==> config.mk <==
export PLATFORM = sky130hd
export DESIGN_NAME = serial_port_flow_control
export DESIGN_NICKNAME = d
export VERILOG_FILES = /design/src/serial_port_pkg.sv /design/src/serial_port_flow_control.sv
export VERILOG_INCLUDE_DIRS = /design/src
export SDC_FILE = /design/constraint.sdc
export NUM_CORES = 1
export LEC_CHECK = 0
export ABC_CLOCK_PERIOD_IN_PS = 5500
export BUFFER_PORTS_ARGS = -buffer_cell sky130_fd_sc_hd__buf_2
export CAP_MARGIN = 10
export CORE_MARGIN = 2
export CORE_UTILIZATION = 47
export CTS_BUF_LIST = sky130_fd_sc_hd__clkbuf_16
export CTS_CLUSTER_DIAMETER = 100
export DETAILED_ROUTE_END_ITERATION = 12
export GPL_TIMING_DRIVEN = 0
export MAX_ROUTING_LAYER = met4
export REMOVE_ABC_BUFFERS = 1
export SETUP_SLACK_MARGIN = 0.4
export SLEW_MARGIN = 20
export SYNTH_ARGS = -nofsm -noshare
export SYNTH_HDL_FRONTEND = slang
export SYNTH_SLANG_ARGS = --single-unit
==> constraint.sdc <==
create_clock -name core_clk -period 5.5 [get_ports core_clk]
set_clock_uncertainty 0.05 [all_clocks]
set_input_delay 1.1 -clock core_clk [delete_from_list [all_inputs] [get_ports core_clk]]
set_output_delay 1.1 -clock core_clk [all_outputs]
set_load 0.02 [all_outputs]
==> src/serial_port_params.svh <==
// Functional notes
// - Baud rate selectable 19200, 9600, 4800, 2400, 1200; bit timing follows it.
// - Seven or eight data bits per character, for transmit and receive.
// - One or two stop bits sent and expected.
// - Parity odd, even or none; generated on transmit, checked on receive.
// - Flow control selectable: hardware RTS/CTS or software XON/XOFF.
// - Reset settings: 9600 baud, 7 data bits, 1 stop, odd parity, RTS/CTS.
// - Hardware mode: RTS shows readiness to receive, CTS gates transmission.
// - After a stop request, keep accepting up to 2 characters for 30 ms.
// - Characters beyond those two or after 30 ms are discarded.
// - Software mode uses code 17 to resume and code 19 to stop.
// - Data terminal end with only data and RTS/CTS lines, no DTR/DSR.
// - Port settings change only from the keypad, never over the link.
// - Port setup is reachable only in program mode.
// - Plus/minus step candidate, enter commits, set advances through five fields.
// - Set after protocol field ends setup and applies committed settings.
`ifndef SERIAL_PORT_PARAMS_SVH
`define SERIAL_PORT_PARAMS_SVH

// Register offsets on the software port.
`define SP_OFF_DATA      4'h0
`define SP_OFF_STATUS    4'h4
`define SP_OFF_CONFIG    4'h8

// Status register bit positions.
`define SP_ST_RX_AVAIL   0
`define SP_ST_TX_BUSY    1
`define SP_ST_PAR_ERR    2
`define SP_ST_FRM_ERR    3
`define SP_ST_OVERRUN    4
`define SP_ST_RX_HOLD    5
`define SP_ST_TX_HOLD    6

// Flow control characters.
`define SP_CHAR_XON      8'h11
`define SP_CHAR_XOFF     8'h13

// Baud rate table, selected by index 0 to 4.
`define SP_BAUD_0        19200
`define SP_BAUD_1        9600
`define SP_BAUD_2        4800
`define SP_BAUD_3        2400
`define SP_BAUD_4        1200
`define SP_BAUD_MAX_SEL  3'h4

// Reset settings of the port.
`define SP_RST_BAUD_SEL  3'h1
`define SP_RST_DATA8     1'b0
`define SP_RST_STOP2     1'b0
`define SP_RST_SW_PROTO  1'b0

// Timing.
`define SP_CLK_HZ        200000000
`define SP_GRACE_MS      30
`define SP_GRACE_CHARS   2

// Receive buffer levels that stop and resume the partner.
`define SP_FIFO_DEPTH    8
`define SP_RESUME_LEVEL  2

`endif

==> src/serial_port_pkg.sv <==
package serial_port_pkg;

  // Parity selection.
  typedef enum logic [1:0] {
    PAR_NONE = 2'h0,
    PAR_ODD  = 2'h1,
    PAR_EVEN = 2'h2
  } parity_e;

  // Active or staged port settings.
  typedef struct packed {
    logic [2:0] baud_sel;
    logic       data8;
    logic       stop2;
    parity_e    parity;
    logic       sw_proto;
  } port_cfg_s;

  // Setup menu position.
  typedef enum logic [5:0] {
    MENU_IDLE   = 6'h01,
    MENU_BAUD   = 6'h02,
    MENU_DBITS  = 6'h04,
    MENU_SBITS  = 6'h08,
    MENU_PARITY = 6'h10,
    MENU_PROTO  = 6'h20
  } menu_e;

  // Serial frame position, shared by transmitter and receiver.
  typedef enum logic [4:0] {
    FR_IDLE  = 5'h01,
    FR_START = 5'h02,
    FR_DATA  = 5'h04,
    FR_PAR   = 5'h08,
    FR_STOP  = 5'h10
  } frame_e;

endpackage
==> src/serial_port_flow_control.sv <==
// Chosen here: the register addresses and the address-and-strobe port.
`timescale 1ns/1ps
`default_nettype none
`include "serial_port_params.svh"

// Synchronous FIFO with valid and ready on both sides.
module sp_fifo #(
  parameter int WIDTH = 8,
  parameter int DEPTH = `SP_FIFO_DEPTH
) (
  // Clock and reset
  input  wire logic                     core_clk,
  input  wire logic                     arst_n,
  // Fill side
  input  wire logic                     in_valid,
  output logic                          in_ready,
  input  wire logic [WIDTH-1:0]         in_data,
  // Drain side
  output logic                          out_valid,
  input  wire logic                     out_ready,
  output logic [WIDTH-1:0]              out_data,
  // Fill level
  output logic [$clog2(DEPTH):0]        level
);
  localparam int AW = $clog2(DEPTH);

  // Depth must be a power of two of at least four.
  if (DEPTH < 4 || (1 << AW) != DEPTH) begin : g_bad_depth
    $error("sp_fifo: DEPTH must be a power of two, at least 4");
  end

  logic [WIDTH-1:0] mem [DEPTH];
  logic [AW:0]      wr_ptr_q;
  logic [AW:0]      rd_ptr_q;
  wire              push = in_valid & in_ready;
  wire              pop  = out_valid & out_ready;

  // Full and empty come from the pointer difference.
  assign level     = wr_ptr_q - rd_ptr_q;
  assign in_ready  = (level != DEPTH[AW:0]);
  assign out_valid = (level != '0);
  assign out_data  = mem[rd_ptr_q[AW-1:0]];

  // Storage array.
  always_ff @(posedge core_clk) begin
    if (push) begin
      mem[wr_ptr_q[AW-1:0]] <= in_data;
    end
  end

  // Pointers.
  always_ff @(posedge core_clk or negedge arst_n) begin
    if (!arst_n) begin
      wr_ptr_q <= '0;
      rd_ptr_q <= '0;
    end else begin
      wr_ptr_q <= wr_ptr_q + {{AW{1'b0}}, push};
      rd_ptr_q <= rd_ptr_q + {{AW{1'b0}}, pop};
    end
  end
endmodule // sp_fifo

// Serial port with keypad setup and receive flow control.
module serial_port_flow_control #(
  parameter int CLK_HZ   = `SP_CLK_HZ,
  parameter int GRACE_MS = `SP_GRACE_MS
) (
  // Clock and reset
  input  wire logic        core_clk,
  input  wire logic        arst_n,
  // Software register port
  input  wire logic [3:0]  reg_addr,
  input  wire logic [7:0]  reg_wdata,
  input  wire logic        reg_wr,
  input  wire logic        reg_rd,
  output logic [7:0]       reg_rdata,
  // Serial link
  output logic             txd,
  input  wire logic        rxd,
  output logic             rts,
  input  wire logic        cts,
  // Keypad setup
  input  wire logic        program_mode,
  input  wire logic        serial_setup_function,
  input  wire logic        key_plus,
  input  wire logic        key_minus,
  input  wire logic        key_enter,
  input  wire logic        key_set,
  output logic [5:0]       menu_field,
  output logic [2:0]       menu_value,
  output logic             menu_blink
);
  localparam int CW        = 24;
  localparam int GRACE_CYC = (CLK_HZ / 1000) * GRACE_MS;

  // Counters must hold the slowest bit time and the grace interval.
  if (CLK_HZ / `SP_BAUD_4 >= (1 << CW) || GRACE_CYC >= (1 << CW) || CLK_HZ / `SP_BAUD_0 < 4) begin : g_bad_timing
    $error("serial_port_flow_control: CLK_HZ or GRACE_MS out of range");
  end

  // Bit time in clock cycles for a baud index.
  function automatic logic [CW-1:0] bit_cycles(input logic [2:0] sel);
    case (sel)
      3'h0:    bit_cycles = CW'(CLK_HZ / `SP_BAUD_0);
      3'h1:    bit_cycles = CW'(CLK_HZ / `SP_BAUD_1);
      3'h2:    bit_cycles = CW'(CLK_HZ / `SP_BAUD_2);
      3'h3:    bit_cycles = CW'(CLK_HZ / `SP_BAUD_3);
      default: bit_cycles = CW'(CLK_HZ / `SP_BAUD_4);
    endcase
  endfunction

  // Parity bit for a character under the given settings.
  function automatic logic par_bit(input logic [7:0] d, input serial_port_pkg::port_cfg_s c);
    logic ones;
    ones    = ^(c.data8 ? d : {1'b0, d[6:0]});
    par_bit = (c.parity == serial_port_pkg::PAR_ODD) ? ~ones : ones;
  endfunction

  serial_port_pkg::port_cfg_s cfg_q, stage_q;
  serial_port_pkg::menu_e     menu_q, menu_d;
  logic [2:0]                 cand_q, cand_d;
  logic [2:0]                 field_val, field_max, next_val;
  logic                       apply_cfg, blink_d, blink_q;

  // Committed value and range of the field under edit.
  assign field_val = (menu_q == serial_port_pkg::MENU_BAUD)   ? stage_q.baud_sel :
                     (menu_q == serial_port_pkg::MENU_DBITS)  ? {2'h0, stage_q.data8} :
                     (menu_q == serial_port_pkg::MENU_SBITS)  ? {2'h0, stage_q.stop2} :
                     (menu_q == serial_port_pkg::MENU_PARITY) ? {1'b0, stage_q.parity} :
                                                                {2'h0, stage_q.sw_proto};
  assign field_max = (menu_q == serial_port_pkg::MENU_BAUD)   ? `SP_BAUD_MAX_SEL :
                     (menu_q == serial_port_pkg::MENU_PARITY) ? 3'h2 : 3'h1;
  assign apply_cfg = (menu_q == serial_port_pkg::MENU_PROTO) & key_set & program_mode;
  assign blink_d   = (menu_d == menu_q) & (menu_q != serial_port_pkg::MENU_IDLE) & ~key_enter & (cand_d != field_val);

  // Field sequence; set moves on, leaving program mode aborts.
  always_comb begin
    menu_d = menu_q;
    if (!program_mode) begin
      menu_d = serial_port_pkg::MENU_IDLE;
    end else if (key_set) begin
      case (menu_q)
        serial_port_pkg::MENU_BAUD:   menu_d = serial_port_pkg::MENU_DBITS;
        serial_port_pkg::MENU_DBITS:  menu_d = serial_port_pkg::MENU_SBITS;
        serial_port_pkg::MENU_SBITS:  menu_d = serial_port_pkg::MENU_PARITY;
        serial_port_pkg::MENU_PARITY: menu_d = serial_port_pkg::MENU_PROTO;
        serial_port_pkg::MENU_PROTO:  menu_d = serial_port_pkg::MENU_IDLE;
        default:                      menu_d = serial_port_pkg::MENU_IDLE;
      endcase
    end else if (menu_q == serial_port_pkg::MENU_IDLE && serial_setup_function) begin
      menu_d = serial_port_pkg::MENU_BAUD;
    end
  end

  // Candidate stepping with wrap at both ends of the field range.
  assign next_val = key_plus  ? ((cand_q >= field_max) ? 3'h0 : cand_q + 3'h1) :
                    key_minus ? ((cand_q == 3'h0) ? field_max : cand_q - 3'h1) : cand_q;
  always_comb begin
    cand_d = next_val;
    if (menu_d != menu_q) begin
      case (menu_d)
        serial_port_pkg::MENU_BAUD:   cand_d = cfg_q.baud_sel;
        serial_port_pkg::MENU_DBITS:  cand_d = {2'h0, stage_q.data8};
        serial_port_pkg::MENU_SBITS:  cand_d = {2'h0, stage_q.stop2};
        serial_port_pkg::MENU_PARITY: cand_d = {1'b0, stage_q.parity};
        serial_port_pkg::MENU_PROTO:  cand_d = {2'h0, stage_q.sw_proto};
        default:                      cand_d = 3'h0;
      endcase
    end
  end

  // Menu state, staged settings and active settings.
  always_ff @(posedge core_clk or negedge arst_n) begin
    if (!arst_n) begin
      menu_q  <= serial_port_pkg::MENU_IDLE;
      cand_q  <= 3'h0;
      blink_q <= 1'b0;
      cfg_q   <= '{`SP_RST_BAUD_SEL, `SP_RST_DATA8, `SP_RST_STOP2, serial_port_pkg::PAR_ODD, `SP_RST_SW_PROTO};
      stage_q <= '{`SP_RST_BAUD_SEL, `SP_RST_DATA8, `SP_RST_STOP2, serial_port_pkg::PAR_ODD, `SP_RST_SW_PROTO};
    end else begin
      menu_q <= menu_d;
      cand_q <= cand_d;
      blink_q <= blink_d;
      if (menu_q == serial_port_pkg::MENU_IDLE && menu_d == serial_port_pkg::MENU_BAUD) begin
        stage_q <= cfg_q;
      end else if (key_enter && program_mode) begin
        case (menu_q)
          serial_port_pkg::MENU_BAUD:   stage_q.baud_sel <= cand_q;
          serial_port_pkg::MENU_DBITS:  stage_q.data8    <= cand_q[0];
          serial_port_pkg::MENU_SBITS:  stage_q.stop2    <= cand_q[0];
          serial_port_pkg::MENU_PARITY: stage_q.parity   <= serial_port_pkg::parity_e'(cand_q[1:0]);
          serial_port_pkg::MENU_PROTO:  stage_q.sw_proto <= cand_q[0];
          default:                      stage_q          <= stage_q;
        endcase
      end
      if (apply_cfg) begin
        cfg_q <= stage_q;
      end
    end
  end

  logic [CW-1:0] bit_len;
  logic [3:0]    n_data;
  assign bit_len = bit_cycles(cfg_q.baud_sel);
  assign n_data  = cfg_q.data8 ? 4'h8 : 4'h7;

  serial_port_pkg::frame_e rx_st_q;
  logic [CW-1:0] rx_cnt_q;
  logic [3:0]    rx_bit_q;
  logic [7:0]    rx_sh_q;
  logic          rx_perr_q;
  logic          rx_ferr_q;
  logic          rx_done;
  logic          rx_tick;
  assign rx_tick = (rx_st_q == serial_port_pkg::FR_START) ? (rx_cnt_q == {1'b0, bit_len[CW-1:1]}) :
                                                            (rx_cnt_q == bit_len - CW'(1));
  assign rx_done = rx_tick & (rx_st_q == serial_port_pkg::FR_STOP) & (rx_bit_q == {3'h0, cfg_q.stop2});

  // Start bit check at mid bit, then one sample per bit time.
  always_ff @(posedge core_clk or negedge arst_n) begin
    if (!arst_n) begin
      rx_st_q   <= serial_port_pkg::FR_IDLE;
      rx_cnt_q  <= '0;
      rx_bit_q  <= 4'h0;
      rx_sh_q   <= 8'h00;
      rx_perr_q <= 1'b0;
      rx_ferr_q <= 1'b0;
    end else begin
      rx_cnt_q <= (rx_tick || rx_st_q == serial_port_pkg::FR_IDLE) ? '0 : rx_cnt_q + CW'(1);
      case (rx_st_q)
        serial_port_pkg::FR_IDLE: begin
          if (!rxd) begin
            rx_st_q   <= serial_port_pkg::FR_START;
            rx_perr_q <= 1'b0;
            rx_ferr_q <= 1'b0;
          end
        end
        serial_port_pkg::FR_START: begin
          if (rx_tick) begin
            rx_st_q  <= rxd ? serial_port_pkg::FR_IDLE : serial_port_pkg::FR_DATA;
            rx_bit_q <= 4'h0;
            rx_sh_q  <= 8'h00;
          end
        end
        serial_port_pkg::FR_DATA: begin
          if (rx_tick) begin
            rx_sh_q[rx_bit_q[2:0]] <= rxd;
            rx_bit_q               <= rx_bit_q + 4'h1;
            if (rx_bit_q == n_data - 4'h1) begin
              rx_bit_q <= 4'h0;
              rx_st_q  <= (cfg_q.parity == serial_port_pkg::PAR_NONE) ? serial_port_pkg::FR_STOP :
                                                                       serial_port_pkg::FR_PAR;
            end
          end
        end
        serial_port_pkg::FR_PAR: begin
          if (rx_tick) begin
            rx_perr_q <= (rxd != par_bit(rx_sh_q, cfg_q));
            rx_st_q   <= serial_port_pkg::FR_STOP;
          end
        end
        serial_port_pkg::FR_STOP: begin
          if (rx_tick) begin
            rx_ferr_q <= rx_ferr_q | ~rxd;
            rx_bit_q  <= rx_bit_q + 4'h1;
            if (rx_done) begin
              rx_st_q <= serial_port_pkg::FR_IDLE;
            end
          end
        end
        default: rx_st_q <= serial_port_pkg::FR_IDLE;
      endcase
    end
  end

  logic          hold_q;
  logic [CW-1:0] grace_q;
  logic [1:0]    late_q;
  logic          peer_xoff_q;
  logic          is_flow_char;
  logic          accept;
  logic          push;
  logic          fifo_ready;
  logic [3:0]    fifo_level;
  logic          fifo_valid;
  logic [7:0]    fifo_data;
  logic          pop;
  logic [7:0]    rx_char;
  logic          rx_frame_err;

  assign rx_char      = rx_sh_q;
  assign rx_frame_err = rx_ferr_q | ~rxd;
  assign is_flow_char = cfg_q.sw_proto & ((rx_char == `SP_CHAR_XON) | (rx_char == `SP_CHAR_XOFF));
  // Late characters count only inside the grace window and up to the limit.
  assign accept = ~hold_q | ((grace_q != '0) & (late_q != 2'(`SP_GRACE_CHARS)));
  assign push   = rx_done & ~is_flow_char & accept;

  sp_fifo #(
    .WIDTH (8),
    .DEPTH (`SP_FIFO_DEPTH)
  ) u_rx_fifo (
    .core_clk  (core_clk),
    .arst_n    (arst_n),
    .in_valid  (push),
    .in_ready  (fifo_ready),
    .in_data   (rx_char),
    .out_valid (fifo_valid),
    .out_ready (pop),
    .out_data  (fifo_data),
    .level     (fifo_level)
  );

  // Hold the partner when two slots remain, release at the resume level.
  always_ff @(posedge core_clk or negedge arst_n) begin
    if (!arst_n) begin
      hold_q      <= 1'b0;
      grace_q     <= '0;
      late_q      <= 2'h0;
      peer_xoff_q <= 1'b0;
    end else begin
      if (!hold_q && fifo_level >= 4'(`SP_FIFO_DEPTH - `SP_GRACE_CHARS)) begin
        hold_q  <= 1'b1;
        grace_q <= CW'(GRACE_CYC);
        late_q  <= 2'h0;
      end else if (hold_q && fifo_level <= 4'(`SP_RESUME_LEVEL)) begin
        hold_q <= 1'b0;
      end else if (grace_q != '0) begin
        grace_q <= grace_q - CW'(1);
      end
      if (hold_q && push) begin
        late_q <= late_q + 2'h1;
      end
      if (rx_done && is_flow_char) begin
        peer_xoff_q <= (rx_char == `SP_CHAR_XOFF);
      end else if (!cfg_q.sw_proto) begin
        peer_xoff_q <= 1'b0;
      end
    end
  end

  serial_port_pkg::frame_e tx_st_q;
  logic [CW-1:0] tx_cnt_q;
  logic [3:0]    tx_bit_q;
  logic [7:0]    tx_sh_q;
  logic          tx_par_q;
  logic [7:0]    tx_hold_q;
  logic          tx_full_q;
  logic          fc_pend_q;
  logic          fc_sent_q;
  logic          tx_end;
  logic          tx_go_fc;
  logic          tx_go_data;
  logic          tx_ok;
  logic          txd_q;
  logic          wr_data;

  assign tx_end     = (tx_cnt_q == bit_len - CW'(1));
  assign tx_ok      = cfg_q.sw_proto ? ~peer_xoff_q : cts;
  assign tx_go_fc   = (tx_st_q == serial_port_pkg::FR_IDLE) & fc_pend_q;
  assign tx_go_data = (tx_st_q == serial_port_pkg::FR_IDLE) & ~fc_pend_q & tx_full_q & tx_ok;
  assign wr_data    = reg_wr & (reg_addr == `SP_OFF_DATA);

  // Holding register and flow character request; a new request beats a take.
  always_ff @(posedge core_clk or negedge arst_n) begin
    if (!arst_n) begin
      tx_hold_q <= 8'h00;
      tx_full_q <= 1'b0;
      fc_pend_q <= 1'b0;
      fc_sent_q <= 1'b0;
    end else begin
      if (wr_data && !tx_full_q) begin
        tx_hold_q <= reg_wdata;
        tx_full_q <= 1'b1;
      end else if (tx_go_data) begin
        tx_full_q <= 1'b0;
      end
      if (cfg_q.sw_proto && hold_q != fc_sent_q) begin
        fc_pend_q <= 1'b1;
        fc_sent_q <= hold_q;
      end else if (tx_go_fc) begin
        fc_pend_q <= 1'b0;
      end
    end
  end

  // Start, data LSB first, optional parity, stop bits.
  always_ff @(posedge core_clk or negedge arst_n) begin
    if (!arst_n) begin
      tx_st_q  <= serial_port_pkg::FR_IDLE;
      tx_cnt_q <= '0;
      tx_bit_q <= 4'h0;
      tx_sh_q  <= 8'h00;
      tx_par_q <= 1'b0;
      txd_q    <= 1'b1;
    end else begin
      tx_cnt_q <= (tx_end || tx_st_q == serial_port_pkg::FR_IDLE) ? '0 : tx_cnt_q + CW'(1);
      case (tx_st_q)
        serial_port_pkg::FR_IDLE: begin
          txd_q <= 1'b1;
          if (tx_go_fc || tx_go_data) begin
            tx_sh_q  <= tx_go_fc ? (fc_sent_q ? `SP_CHAR_XOFF : `SP_CHAR_XON) : tx_hold_q;
            tx_par_q <= par_bit(tx_go_fc ? (fc_sent_q ? `SP_CHAR_XOFF : `SP_CHAR_XON) : tx_hold_q, cfg_q);
            tx_st_q  <= serial_port_pkg::FR_START;
            txd_q    <= 1'b0;
          end
        end
        serial_port_pkg::FR_START: begin
          if (tx_end) begin
            tx_st_q  <= serial_port_pkg::FR_DATA;
            tx_bit_q <= 4'h1;
            txd_q    <= tx_sh_q[0];
          end
        end
        serial_port_pkg::FR_DATA: begin
          if (tx_end) begin
            tx_bit_q <= tx_bit_q + 4'h1;
            txd_q    <= tx_sh_q[tx_bit_q[2:0]];
            if (tx_bit_q == n_data) begin
              tx_bit_q <= 4'h0;
              tx_st_q  <= (cfg_q.parity == serial_port_pkg::PAR_NONE) ? serial_port_pkg::FR_STOP :
                                                                       serial_port_pkg::FR_PAR;
              txd_q    <= (cfg_q.parity == serial_port_pkg::PAR_NONE) ? 1'b1 : tx_par_q;
            end
          end
        end
        serial_port_pkg::FR_PAR: begin
          if (tx_end) begin
            tx_st_q <= serial_port_pkg::FR_STOP;
            txd_q   <= 1'b1;
          end
        end
        serial_port_pkg::FR_STOP: begin
          txd_q <= 1'b1;
          if (tx_end) begin
            tx_bit_q <= tx_bit_q + 4'h1;
            if (tx_bit_q == {3'h0, cfg_q.stop2}) begin
              tx_st_q <= serial_port_pkg::FR_IDLE;
            end
          end
        end
        default: tx_st_q <= serial_port_pkg::FR_IDLE;
      endcase
    end
  end

  logic       perr_q;
  logic       ferr_q;
  logic       ovr_q;
  logic       rd_status;
  logic       drop;
  logic [7:0] status_w;
  logic [7:0] cfg_w;
  logic [7:0] rdata_q;
  logic       rts_q;

  assign pop       = reg_rd & (reg_addr == `SP_OFF_DATA) & fifo_valid;
  assign rd_status = reg_rd & (reg_addr == `SP_OFF_STATUS);
  assign drop      = rx_done & ~is_flow_char & (~accept | ~fifo_ready);
  assign status_w  = {1'b0, ~tx_ok, hold_q, ovr_q, ferr_q, perr_q, tx_full_q, fifo_valid};
  assign cfg_w     = {cfg_q.sw_proto, cfg_q.parity, cfg_q.stop2, cfg_q.data8, cfg_q.baud_sel};

  // Sticky errors clear on a status read; a new error in that cycle wins.
  always_ff @(posedge core_clk or negedge arst_n) begin
    if (!arst_n) begin
      perr_q  <= 1'b0;
      ferr_q  <= 1'b0;
      ovr_q   <= 1'b0;
      rdata_q <= 8'h00;
      rts_q   <= 1'b0;
    end else begin
      perr_q  <= (rx_done & rx_perr_q) | (perr_q & ~rd_status);
      ferr_q  <= (rx_done & rx_frame_err) | (ferr_q & ~rd_status);
      ovr_q   <= drop | (ovr_q & ~rd_status);
      rts_q   <= cfg_q.sw_proto | ~hold_q;
      rdata_q <= 8'h00;
      if (reg_rd) begin
        case (reg_addr)
          `SP_OFF_DATA:   rdata_q <= fifo_valid ? fifo_data : 8'h00;
          `SP_OFF_STATUS: rdata_q <= status_w;
          `SP_OFF_CONFIG: rdata_q <= cfg_w;
          default:        rdata_q <= 8'h00;
        endcase
      end
    end
  end

  // Outputs straight from flip-flops.
  assign reg_rdata  = rdata_q;
  assign txd        = txd_q;
  assign rts        = rts_q;
  assign menu_field = menu_q;
  assign menu_value = cand_q;
  assign menu_blink = blink_q;
endmodule // serial_port_flow_control

`default_nettype wire

==> metrics.txt <==
ys flop type dfrtp_1; pins over their slew limit 0; vias in the first global route 9586; Worst Setup Slack, final 0.675 ns; Post-Layout Cell Count 1745; Hold Path Stages 1; Seq pwr share 43.3%; largest net degree at the start of global routing 61; grt total ovfl 0; clk sinks 235; worst path arrival time 5.03 ns; number of synthesized flops with an enable pin 64; Pre-Repair DR Iteration Count 5; max-cap violation count 0; DRT iter0 DRCs 762; Worst-Skew Late Latency 0.55 ns; Seq/Total Area, Yosys 47.5%; Worst Tran Pin Value 0.994 ns; register area 6220 um2; Hold EP late_q[0]; RSZ-0062 raised after global routing false; max incr delay on CP 0.87 ns; worst-path maximum fanout 37; YS warnings 0; die area 29100 um2; crit path kind flop to flop; hold-fix buffer count after cts 0; Fin Setup TNS 0 ns; switching pwr 1.71 mW; fin util 52.8%; Placed Cells incl. Taps 1690; reg2reg setup slack 0.68 ns; via count 9989; r2r startpoint cfg_q[5]; Hold Violations, Final 0; diode count 0; net switching share of the total power 33.5%; Post-synth ARST share 72.8%; setup violators final 0; Setup crit end kind flop; I/O pin count 44; Leakage Power 6.01 nW; Clock Power Share 32.4%; Post-Synthesis Cells 1338; logic gate share of total power 24.3%; worst vdd ir 214 uV; Req. time, crit path 5.70 ns; Routed Antenna Nets 0; first-pass GRT wire length 50.6 mm; cell internal pwr 3.39 mW; Seq cells post-synth 235; Crit path max-delay family simple AND/OR/NAND/NOR gates; distinct cell type count after synthesis 79; hpwl dp 20.7 mm; Post-Synthesis Cell Area 13100 um2; Final GP Congestion 0.864; pre-CTS WS -0.170 ns; slowest cell on the critical path dfstp_4; core area 27600 um2; fin nets 1396; start point of the critical path cfg_q[5]; CTS Buf Count 27; routed len/inst 17.4 um; H-tree Lvls 1; Port-buffer cells 43; Crit. path cell count 13; final worst path period share 87.7%; CTS max path bufs 3; clk root buf clkbuf_16; cell area power density 351 nW/um2; num rows 61; HP Start late_q[0]; Die Ht 171 um; worst path bufs/invs 3; post-route minimum period 4.82 ns; multi-input combinational cell area 6500 um2; Hold Slack 0.421 ns; initial core utilization 47.4%; Hold WC Path Type flop to flop; area grow syn2layout 11.4%; layout cells sized above 1 12.4%; GRT Util Overall 22.0%; Setup crit start kind flop; CTS clock-pin slew for the worst setup and hold paths 0.06 ns; crit-path cells nor2b_1 > nor2_1 > ha_1 > inv_1 > a2111oi_0 > o221ai_1 > nor4_1 > nand4_1 > nor4b_4 > buf_4 > nand4_4 > nor4_2 > buf_2; Worst R2R End u_rx_fifo.mem[1][0]; FMAX 207 MHz; Slew headroom 32.8%; R2R cell count 13; Die X 171 um; number of antenna violations at the first check in global routing 0; Avg Inst Size Synth 9.76 um2; Filler cells 2533; CTS tree done; status complete, no violations; vias per cell 5.72; DRC Markers 0; drt total wl 30.4 mm
## worst reg2reg max path: stages, from the launching register on
cell	delay, ns
dfstp_4	0.87
nor2b_1	0.20
nor2_1	0.15
ha_1	0.37
inv_1	0.16
a2111oi_0	0.54
o221ai_1	0.20
nor4_1	0.33
nand4_1	0.21
nor4b_4	0.28
buf_4	0.20
nand4_4	0.29
nor4_2	0.42
buf_2	0.28
## metrics by stage
step | cell area, um2 | total power [mW]
after floorplan | 12800 | 3.07
after global placement | 13500 | 3.43
after detailed placement | 13600 | 3.48
after CTS | 14500 | 5.16
after global routing | 14600 | 5.41
final | 14600 | 5.10
## timing repair
| item | 4_1_cts | 5_1_grt |
|---|---|---|
| pin swaps | 1 | 1 |
| buffers inserted | 4 | 2 |
| gates resized for setup | 8 | 1 |
| setup endpoints to repair | 84 | 90 |
| hold endpoints to repair | 0 | 0 |
## sequential cells by signal, summed over array words and instances, names as in the netlist, 3 cells and up
register	cells
tx_cnt_q	24
cfg_q	8
tx_bit_q	4
grace_q	24
u_rx_fifo.rd_ptr_q	4
menu_value	3
reg_rdata	8
tx_sh_q	8
rx_st_q	5
rx_char	8
u_rx_fifo.mem	64
rx_cnt_q	24
u_rx_fifo.wr_ptr_q	4
stage_q	8
rx_bit_q	4
tx_hold_q	8
menu_field	6
tx_st_q	5
## power groups by stage
stage	Clock, mW	Combinational, mW	Sequential [mW]
3_3_place_gp	0	1.19	2.24
3_5_place_dp	0	1.24	2.24
5_1_grt	1.78	1.39	2.24
6_report	1.65	1.24	2.21
2_1_floorplan	0	0.898	2.17
4_1_cts	1.70	1.24	2.21
## synthesized netlist by cell type (7+ instances only)
master | number | area share, %
a211o_1 | 7 | 0.47
a21oi_1 | 45 | 1.7
a22oi_1 | 7 | 0.40
a31oi_1 | 12 | 0.57
and3_1 | 23 | 1.1
buf_1 | 7 | 0.20
clkbuf_1 | 66 | 1.9
dfrtp_1 | 163 | 31
dfstp_2 | 8 | 1.6
edfxtp_1 | 64 | 15
ha_1 | 24 | 2.3
inv_1 | 43 | 1.2
mux2_2 | 16 | 1.4
mux2i_1 | 23 | 1.8
mux4_2 | 18 | 3.1
nand2_1 | 143 | 4.1
nand2b_1 | 15 | 0.72
nand3_1 | 56 | 2.1
nand4_1 | 15 | 0.72
nor2_1 | 155 | 4.5
nor2b_1 | 8 | 0.38
nor3_1 | 41 | 1.6
nor3b_1 | 10 | 0.57
nor4_1 | 16 | 0.77
o211ai_1 | 7 | 0.40
o21ai_0 | 78 | 3.0
o22ai_1 | 7 | 0.34
o31ai_1 | 12 | 0.69
or3_1 | 13 | 0.62
or4_1 | 8 | 0.46
xnor2_1 | 55 | 3.7
xor2_1 | 52 | 3.5
## routing by layer
metal | part of all wire (%) | track usage, %
met5 | 0 | -
met4 | 2.0 | 4.79
met3 | 4.4 | 2.78
met2 | 47 | 35.1
met1 | 46 | 30.3
## placed cells by master, fill, tap and decap left out, drive strengths merged, types with 45 or more instances in the layout
cell type,netlist,layout
a21oi,45,45
buf,11,57
dfrtp,163,163
edfxtp,64,64
inv,43,53
nand2,143,143
nand3,57,57
nor2,156,156
o21ai,78,78
xnor2,55,55
xor2,52,52
## logic make-up (layout without fill, tap and decap cells)
| group | count (synthesis) | in the layout | synth area share [%] |
|---|---|---|---|
| adders and majority gates | 25 | 25 | 2.45 |
| xor gates and xnor gates | 107 | 107 | 7.17 |
| DFF | 235 | 235 | 47.5 |
| buffers and inverters | 122 | 151 | 3.54 |
| AOI/OAI and AO/OA | 240 | 240 | 11.9 |
| and+or+nand+nor | 552 | 552 | 21.1 |
| muxes | 57 | 57 | 6.24 |
## layout make-up
cell class | count | area share [%]
clock buffer | 27 | 4.64
timing repair buffer | 57 | 2.59
sequential | 235 | 42.7
inverter | 45 | 1.16
clock inverter | 22 | 0.937
tap | 378 | 3.25
multi-input combinational | 981 | 44.7
## worst max path at each step
stage | end | slack [ns]
after global routing | u_rx_fifo.mem[1][0] | 0.39
final | u_rx_fifo.mem[1][0] | 0.68
after floorplan | u_rx_fifo.mem[0][0] | 0.95
after global placement | u_rx_fifo.mem[0][5] | -0.66
after detailed placement | u_rx_fifo.mem[4][5] | -0.17
after CTS | u_rx_fifo.mem[1][4] | 0.44
No activity file was read; power rests on OpenSTA's default activity.
